$ cat config.mk
export PLATFORM = sky130hd
export DESIGN_NAME = lgpc_top
export DESIGN_NICKNAME = d
export VERILOG_FILES = /design/src/hw/lgpc_top.v /design/src/hw/lgpc_pin_ctrl.v
export VERILOG_INCLUDE_DIRS = /design/src /design/src/common
export SDC_FILE = /design/constraint.sdc
export NUM_CORES = 1
export LEC_CHECK = 0
export BUFFER_PORTS_ARGS = -buffer_cell sky130_fd_sc_hd__buf_4
export CAP_MARGIN = 20
export CORE_UTILIZATION = 38
export CTS_BUF_LIST = sky130_fd_sc_hd__clkbuf_8 sky130_fd_sc_hd__clkbuf_16
export DETAILED_ROUTE_END_ITERATION = 10
export HOLD_SLACK_MARGIN = 0.05
export PLACE_DENSITY_LB_ADDON = 0.1
export SYNTH_ARGS = -nofsm -noshare
export SYNTH_HDL_FRONTEND = slang
export SYNTH_SLANG_ARGS = --single-unit
$ cat constraint.sdc
create_clock -name REF_CLK -period 1.6 [get_ports REF_CLK]
set_input_delay 0.08 -clock REF_CLK [delete_from_list [all_inputs] [get_ports REF_CLK]]
set_output_delay 0.08 -clock REF_CLK [all_outputs]
set_load 0.01 [all_outputs]
$ cat src/common/lgpc_consts.vh
`ifndef LGPC_CONSTS_VH
`define LGPC_CONSTS_VH

// Register indices, byte address is four times the index
`define LGPC_IDX_PINS_5_6   8'h10
`define LGPC_IDX_PINS_7_8   8'h11
`define LGPC_IDX_PINS_IN    8'h12
`define LGPC_ADR_W          8

`define LGPC_RST_PINS_5_6   8'h00
`define LGPC_RST_PINS_7_8   8'h00

// Field positions within a paired register
`define LGPC_HI_VAL_BIT     7
`define LGPC_HI_MODE_MSB    5
`define LGPC_HI_MODE_LSB    4
`define LGPC_LO_VAL_BIT     3
`define LGPC_LO_MODE_MSB    1
`define LGPC_LO_MODE_LSB    0
`define LGPC_WR_MASK        8'hBB

// Mode encodings
`define LGPC_MODE_FUNC      2'b00
`define LGPC_MODE_OUT       2'b01
`define LGPC_MODE_HIZ       2'b10
`define LGPC_MODE_IN        2'b11

`endif

$ cat src/hw/lgpc_top.v
// Contract
// Mode 00 routes pin to functional input; mode 10 holds pin high impedance.
// Mode 01 makes pin software output; mode 11 makes it software input.
// Output value bit drives pin only in software output mode.
// Value 0 drives low, 1 drives high; value resets to 0.
// Upper pin mode in bits 5:4, lower pin mode in bits 1:0.
// Upper value in bit 7, lower in bit 3; pins 7/8 reset 0x00.
// Reserved bits 6 and 2 read zero and ignore writes.
`include "lgpc_consts.vh"

module lgpc_top (
  input  wire        REF_CLK,
  input  wire        RST_N,
  input  wire        WB_CYC_I,
  input  wire        WB_STB_I,
  input  wire        WB_WE_I,
  input  wire [31:0] WB_ADR_I,
  input  wire [3:0]  WB_SEL_I,
  input  wire [31:0] WB_DAT_I,
  output reg  [31:0] WB_DAT_O,
  output reg         WB_ACK_O,
  input  wire [3:0]  FUNC_OUT,
  output wire [3:0]  FUNC_IN,
  input  wire [3:0]  AUX_IO_PIN_I,
  output wire [3:0]  AUX_IO_PIN_O,
  output wire [3:0]  AUX_IO_PIN_OE_N
);
  reg  [7:0] aux_pins_5_6_config_reg;
  reg  [7:0] aux_pins_7_8_config_reg;
  reg  [7:0] cfg_next_56;
  reg  [7:0] cfg_next_78;
  reg  [31:0] rd_next;
  wire [3:0] sw_in;
  wire [1:0] mode   [0:3];
  wire [3:0] out_val;
  wire       req;
  wire       wr_ok;
  wire [7:0] idx;

  assign req   = WB_CYC_I & WB_STB_I & ~WB_ACK_O;
  assign wr_ok = req & WB_WE_I & WB_SEL_I[0];
  assign idx   = WB_ADR_I[`LGPC_ADR_W+1:2];

  // Masked write keeps reserved bits at zero
  function [7:0] wr_field;
    input [7:0] wdata;
    begin
      wr_field = wdata & `LGPC_WR_MASK;
    end
  endfunction

  function hit;
    input [7:0] index;
    input [7:0] target;
    begin
      hit = (WB_ADR_I[31:`LGPC_ADR_W+2] == 0) &&
            (WB_ADR_I[1:0] == 2'b00) && (index == target);
    end
  endfunction

  always @* begin
    cfg_next_56 = aux_pins_5_6_config_reg;
    cfg_next_78 = aux_pins_7_8_config_reg;
    if (wr_ok && hit(idx, `LGPC_IDX_PINS_5_6))
      cfg_next_56 = wr_field(WB_DAT_I[7:0]);
    if (wr_ok && hit(idx, `LGPC_IDX_PINS_7_8))
      cfg_next_78 = wr_field(WB_DAT_I[7:0]);
  end

  always @* begin
    rd_next = 32'h0000_0000;
    if (hit(idx, `LGPC_IDX_PINS_5_6))
      rd_next = {24'h00_0000, aux_pins_5_6_config_reg};
    else if (hit(idx, `LGPC_IDX_PINS_7_8))
      rd_next = {24'h00_0000, aux_pins_7_8_config_reg};
    else if (hit(idx, `LGPC_IDX_PINS_IN))
      rd_next = {28'h000_0000, sw_in};
  end

  always @(posedge REF_CLK or negedge RST_N) begin
    if (!RST_N) begin
      aux_pins_5_6_config_reg <= `LGPC_RST_PINS_5_6;
      aux_pins_7_8_config_reg <= `LGPC_RST_PINS_7_8;
      WB_ACK_O                <= 1'b0;
      WB_DAT_O                <= 32'h0000_0000;
    end else begin
      aux_pins_5_6_config_reg <= cfg_next_56;
      aux_pins_7_8_config_reg <= cfg_next_78;
      WB_ACK_O                <= req;
      WB_DAT_O                <= req ? rd_next : 32'h0000_0000;
    end
  end

  // Pin order: 0=pin 5, 1=pin 6, 2=pin 7, 3=pin 8
  assign mode[0] =
    aux_pins_5_6_config_reg[`LGPC_LO_MODE_MSB:`LGPC_LO_MODE_LSB];
  assign mode[1] =
    aux_pins_5_6_config_reg[`LGPC_HI_MODE_MSB:`LGPC_HI_MODE_LSB];
  assign mode[2] =
    aux_pins_7_8_config_reg[`LGPC_LO_MODE_MSB:`LGPC_LO_MODE_LSB];
  assign mode[3] =
    aux_pins_7_8_config_reg[`LGPC_HI_MODE_MSB:`LGPC_HI_MODE_LSB];
  assign out_val = {aux_pins_7_8_config_reg[`LGPC_HI_VAL_BIT],
                    aux_pins_7_8_config_reg[`LGPC_LO_VAL_BIT],
                    aux_pins_5_6_config_reg[`LGPC_HI_VAL_BIT],
                    aux_pins_5_6_config_reg[`LGPC_LO_VAL_BIT]};

  genvar g;
  generate
    for (g = 0; g < 4; g = g + 1) begin : pin
      lgpc_pin_ctrl u_pin (
        .clk          (REF_CLK),
        .rst_n        (RST_N),
        .mode         (mode[g]),
        .out_val      (out_val[g]),
        .func_out     (FUNC_OUT[g]),
        .pin_in       (AUX_IO_PIN_I[g]),
        .pin_out_reg  (AUX_IO_PIN_O[g]),
        .pin_oe_n_reg (AUX_IO_PIN_OE_N[g]),
        .func_in_reg  (FUNC_IN[g]),
        .sw_in_reg    (sw_in[g])
      );
    end
  endgenerate
endmodule

$ cat src/hw/lgpc_pin_ctrl.v
`include "lgpc_consts.vh"

// One pin: mode decode, drive and input capture
module lgpc_pin_ctrl (
  input  wire       clk,
  input  wire       rst_n,
  input  wire [1:0] mode,
  input  wire       out_val,
  input  wire       func_out,
  input  wire       pin_in,
  output reg        pin_out_reg,
  output reg        pin_oe_n_reg,
  output reg        func_in_reg,
  output reg        sw_in_reg
);
  reg meta_reg;
  reg sync_reg;
  reg pin_out_next;
  reg oe_n_next;

  always @* begin
    pin_out_next = 1'b0;
    oe_n_next    = 1'b1;
    case (mode)
      `LGPC_MODE_FUNC: begin
        pin_out_next = func_out;
        oe_n_next    = 1'b1;
      end
      `LGPC_MODE_OUT: begin
        pin_out_next = out_val;
        oe_n_next    = 1'b0;
      end
      `LGPC_MODE_HIZ: begin
        oe_n_next    = 1'b1;
      end
      `LGPC_MODE_IN: begin
        oe_n_next    = 1'b1;
      end
      default: begin
        oe_n_next    = 1'b1;
      end
    endcase
  end

  always @(posedge clk or negedge rst_n) begin
    if (!rst_n) begin
      meta_reg     <= 1'b0;
      sync_reg     <= 1'b0;
      pin_out_reg  <= 1'b0;
      pin_oe_n_reg <= 1'b1;
      func_in_reg  <= 1'b0;
      sw_in_reg    <= 1'b0;
    end else begin
      meta_reg     <= pin_in;
      sync_reg     <= meta_reg;
      pin_out_reg  <= pin_out_next;
      pin_oe_n_reg <= oe_n_next;
      // Functional input only sees the pin in functional mode
      func_in_reg  <= (mode == `LGPC_MODE_FUNC) ? sync_reg : 1'b0;
      sw_in_reg    <= sync_reg;
    end
  end
endmodule

Word-level counts from Yosys, hierarchy flattened
Cells that the tools add are included.
W data, S select, Z words.
{ "totals": {"reg_bits": 69, "out_inout_bits": 45} }
{ "classes": {"eq_ne": 15, "n_mux": 16, "bitwise": 5, "n_reduce_logical": 16} }
{ "op_table": {"columns": ["op", "count"], "rows": [
  ["$mux W32", 1],
  ["$eq A8 B5 Y1 const B", 3],
  ["$logic_not A22 Y1", 1],
  ["$eq A2 B2 Y1 const B", 8],
  ["$mux W8", 2],
  ["$pmux W1 S2", 8],
  ["$reduce_or A3 Y1", 4],
  ["$logic_not A2 Y1", 5],
  ["$eq A2 B1 Y1 const B", 4],
  ["$logic_and A1 B1 Y1", 6],
  ["$and A1 B1 Y1", 4],
  ["$mux W1", 4],
  ["$mux W4", 1],
  ["$not A1 Y1", 1]
]} }

Logic depth before layout (Yosys ltp)
{ "logic_depth": {"word_depth": 7, "ltp_mapped": 5, "ltp_nobuf": 4} }

By module
A second synthesis with hierarchy kept.
{ "unflattened": {"hier_cells": 143, "hier_area_um2": 1853.0} }
{ "modules_own_cells": {"columns": ["mod", "instances", "cells_each", "area_per_inst_um2"], "rows": [
  ["lgpc_top", 1, 103, 1137.3],
  ["lgpc_pin_ctrl", 4, 10, 178.9]
]} }

Worst setup path after synthesis
Ideal clock, no wire load.
{ "synth_path": {"path_type": "reg2reg", "start": "reg WB_ACK_O", "end": "reg aux_pins_7_8_config_reg[0]", "setup_ns": 0.125, "arrival_time_ns": 1.552, "setup_slack_ns": -0.077, "stages_incl_launch_ff": 5, "path_buffers": 0, "path_cell_list": "dfrtp_1 > and3b_1 > nand3_1 > nor4_4 > mux2_2"} }
{ "synth_between": {"elab_chain_len": 5} }
{ "synth_lines": {"columns": ["element", "line_no", "source"], "rows": [
  ["start, declared", "lgpc_top.v:21", "output reg WB_ACK_O,"],
  ["start signal, assigned", "lgpc_top.v:89", "WB_ACK_O <= req;"],
  ["$not A1 Y1", "lgpc_top.v:40", "assign req = WB_CYC_I & WB_STB_I & ~WB_ACK_O;"],
  ["$and A1 B1 Y1", "lgpc_top.v:40", null],
  ["net req", "lgpc_top.v:36", "wire req;"],
  ["$and A1 B1 Y1 (2 in a row)", "lgpc_top.v:41", "assign wr_ok = req & WB_WE_I & WB_SEL_I[0];"],
  ["$logic_and A1 B1 Y1", "lgpc_top.v:66", "if (wr_ok && hit(idx, `LGPC_IDX_PINS_7_8))"],
  ["end signal, assigned", "lgpc_top.v:83", "aux_pins_7_8_config_reg <= `LGPC_RST_PINS_7_8;"],
  ["end signal, assigned", "lgpc_top.v:88", "aux_pins_7_8_config_reg <= cfg_next_78;"],
  ["end, declared", "lgpc_top.v:29", "reg [7:0] aux_pins_7_8_config_reg;"]
]} }
The timed path passes the listed nets, and every way through them passes these cells.
A chain may end at the register's enable or synchronous reset.

Worst setup path in the final report
{ "layout_path": {"start": "reg WB_ACK_O", "end": "reg aux_pins_7_8_config_reg[1]"} }
Same word-level chain as after synthesis.

==> results by group <==
Status
  • Status: finished, final reports clean

Yosys
  • Cell Area, Synth: 1940 um2
  • Synth warnings: 0
  • Synth Register Bits: 44
  • Register area share after synthesis: 57.0%
  • Count of cell types in the netlist: 25
  • Gate Count Post-Synth: 155
  • Synthesized area per cell: 12.5 um2

Floorplanning
  • IO Count: 126
  • Die Wd: 73.4 um
  • Starting Density: 40.3%
  • DIE AREA: 5390 um2
  • Die Span Y: 73.4 um
  • Core ar.: 4820 um2
  • FP Rows: 25

Detailed routing
  • DRC errors left: 0
  • Post-Route WL: 3810 um
  • Via count: 1,365
  • Post-route ant nets: 0
  • Drt first pass iters: 4
  • Via density: 4.39
  • Routed len/inst: 12.3 um
  • Initial DRC Count: 40

GRT
  • First-pass GRT wire length: 6000 um
  • Number of global-route vias before repair: 1,292
  • Pin count of the biggest net entering global routing: 45
  • Global route total overflow: 0
  • GRT Total Usage: 15.2%
  • Initial antenna violation count: 0

STA
  • Worst slew pin tran: 0.547 ns
  • Min cycle time layout: 1.55 ns
  • Fin. Hold Viols: 0
  • Post-route setup slack: 0.0530 ns
  • Final setup violating endpoints: 0
  • Clk_skew: 0.00670 ns
  • Tcrit/Tclk final: 96.7%
  • Relative slew slack: 63.6%
  • Setup_tns: 0 ns
  • Final Hold Slack: 0.163 ns
  • Max Slew Vio Count: 0
  • Max Freq: 646 MHz
  • RSZ-0062 raised after global routing: yes

Critical path
  • CP max-delay cell: dfrtp_1
  • Worst-path cell chain: and3b_1, nand3_2, nor4_4, buf_4, mux2_2
  • Critical Path AT: 1.72 ns
  • CP Launch Type: register
  • CP endpoint kind: register
  • Crit path kind: register to register
  • Req. time, crit path: 1.77 ns
  • Worst-path maximum fanout: 6
  • CP peak stage delay: 0.39 ns

Placement
  • DP Area: 2430 um2
  • Dpl hpwl: 2910 um
  • DP Worst Slack: -0.148 ns
  • Count of input and output buffers: 71
  • Routability cong.: 0.701

CTS
  • Root Driver: clkbuf_8
  • Number of CTS-inserted buffers: 5
  • # clock sinks: 44
  • H-tree depth: 2
  • Clock Pin Slew Worst Setup and Hold Paths: 0.08 ns
  • Max clock buf depth: 2
  • Number of post-CTS setup repair buffers: 0
  • Clk_lat worst skew: 0.29 ns
  • CTS tree: done

Layout
  • Area grow syn2layout: 38.3%
  • Commonest non-fill, non-tap cells in the layout: buf_4 (79), dfrtp_1 (40), conb_1 (25)
  • Largest register FFs: 7
  • Fill cells: 432
  • Post-route cell area: 2680 um2
  • Commonest non-fill, non-tap cell in the layout: buf_4
  • Antenna diode count: 0
  • Layout cells sized above 1: 43.4%
  • # nets final: 324

Power
  • Max VDD drop: 0.000310 V
  • Power Total: 0.00202 W
  • Power Density: 754 nW/um2
  • Leakage Power: 1.33 nW

Hold path
  • Worst min path class: input pin to register

Run
  • Max-cap viol count: 0
[synth_stat cells (all sizes together)]
library cell,instances,area share (%)
and3,2,0.65
and2,1,0.39
inv,3,0.58
nand4b,1,0.45
nand2,5,0.97
nor3,1,0.26
nor4,8,4.1
and3b,1,0.45
dfrtp,40,52
conb,1,0.19
nor2b,1,0.32
buf,37,14
mux2,12,7.0
nor2,9,1.7
nand2b,3,0.97
a21boi,3,1.2
nor3b,6,2.3
dfstp,4,5.4
mux2i,7,3.6
a221o,3,1.5
nor4b,1,0.45
nand4,1,0.32
clkbuf,2,0.39
nand3,3,0.77
[where the power goes]
group	internal, W	switching, W
Sequential	0.00114	0.00000878
Clock	0.000294	0.000336
Combinational	0.000139	0.000106
Total	0.00157	0.000451
[path summary, 6_finish.rpt]
check | from | endpoint | slack, ns | cells past startpoint
setup / recovery | WB_ACK_O | aux_pins_7_8_config_reg[1] | 0.05 | 5
min in group asynchronous | RST_N | pin[0].u_pin.pin_out_reg | 0.32 | 2
setup reg to reg | WB_ACK_O | aux_pins_7_8_config_reg[1] | 0.05 | 5
max in group asynchronous | RST_N | pin[3].u_pin.pin_oe_n_reg | 0.89 | 2
hold reg to reg | pin[0].u_pin.meta_reg | pin[0].u_pin.sync_reg | 0.35 | 0
hold / removal | WB_ADR_I[3] | WB_DAT_O[0] | 0.16 | 3
[metrics by stage]
stage	util, %	cells
after floorplan	-	179
after global placement	50.4	286
after detailed placement	50.4	286
after CTS	55.6	311
after global routing	55.7	311
final	55.7	311
[worst max-delay path, delay by kind of cell, from the launching register on]
family | cells | cell delay [ns]
flip-flops | 1 | 0.39
AND/OR/NAND/NOR | 3 | 0.51
multiplexers | 1 | 0.34
buffers and inverters | 1 | 0.19
[kinds of logic after synthesis]
family                 Yosys count  synth area share, %
flip-flops                      44                 57.0
AND/OR/NAND/NOR                 43                 14.2
buffers and inverters           42                 15.3
multiplexers                    19                 10.6
AO/OA/AOI/OAI                    6                 2.71
other                            1                0.193
[layout make-up]
class                   count  area (um2)  share of cell area [%]
well taps                  67        83.8                    3.13
repair buffers             96         763                    28.5
multi-input cells          93         637                    23.7
inverters                   3        11.3                   0.420
clock inverters             3        12.5                   0.466
flip-flops and latches     44        1110                    41.2
clock buffers               5        68.8                    2.57
[routing by layer]
metal | up-vias | GRT usage [%] | part of all wire [%]
li1 | 643 | - | -
met1 | 639 | 18.2 | 40
met2 | 79 | 25.9 | 51
met3 | 4 | 3.43 | 7.3
met4 | 0 | 7.05 | 1.0
met5 | - | 0 | 0
[what timing repair did]
| item | 4_1_cts | 5_1_grt |
|---|---|---|
| gates resized for setup | 0 | 1 |
| hold endpoints to repair | 62 | 0 |
| endpoints found under the setup margin | 0 | 11 |
| hold buffers | 17 | 0 |
Note: power is estimated with default switching activity, not from simulation.
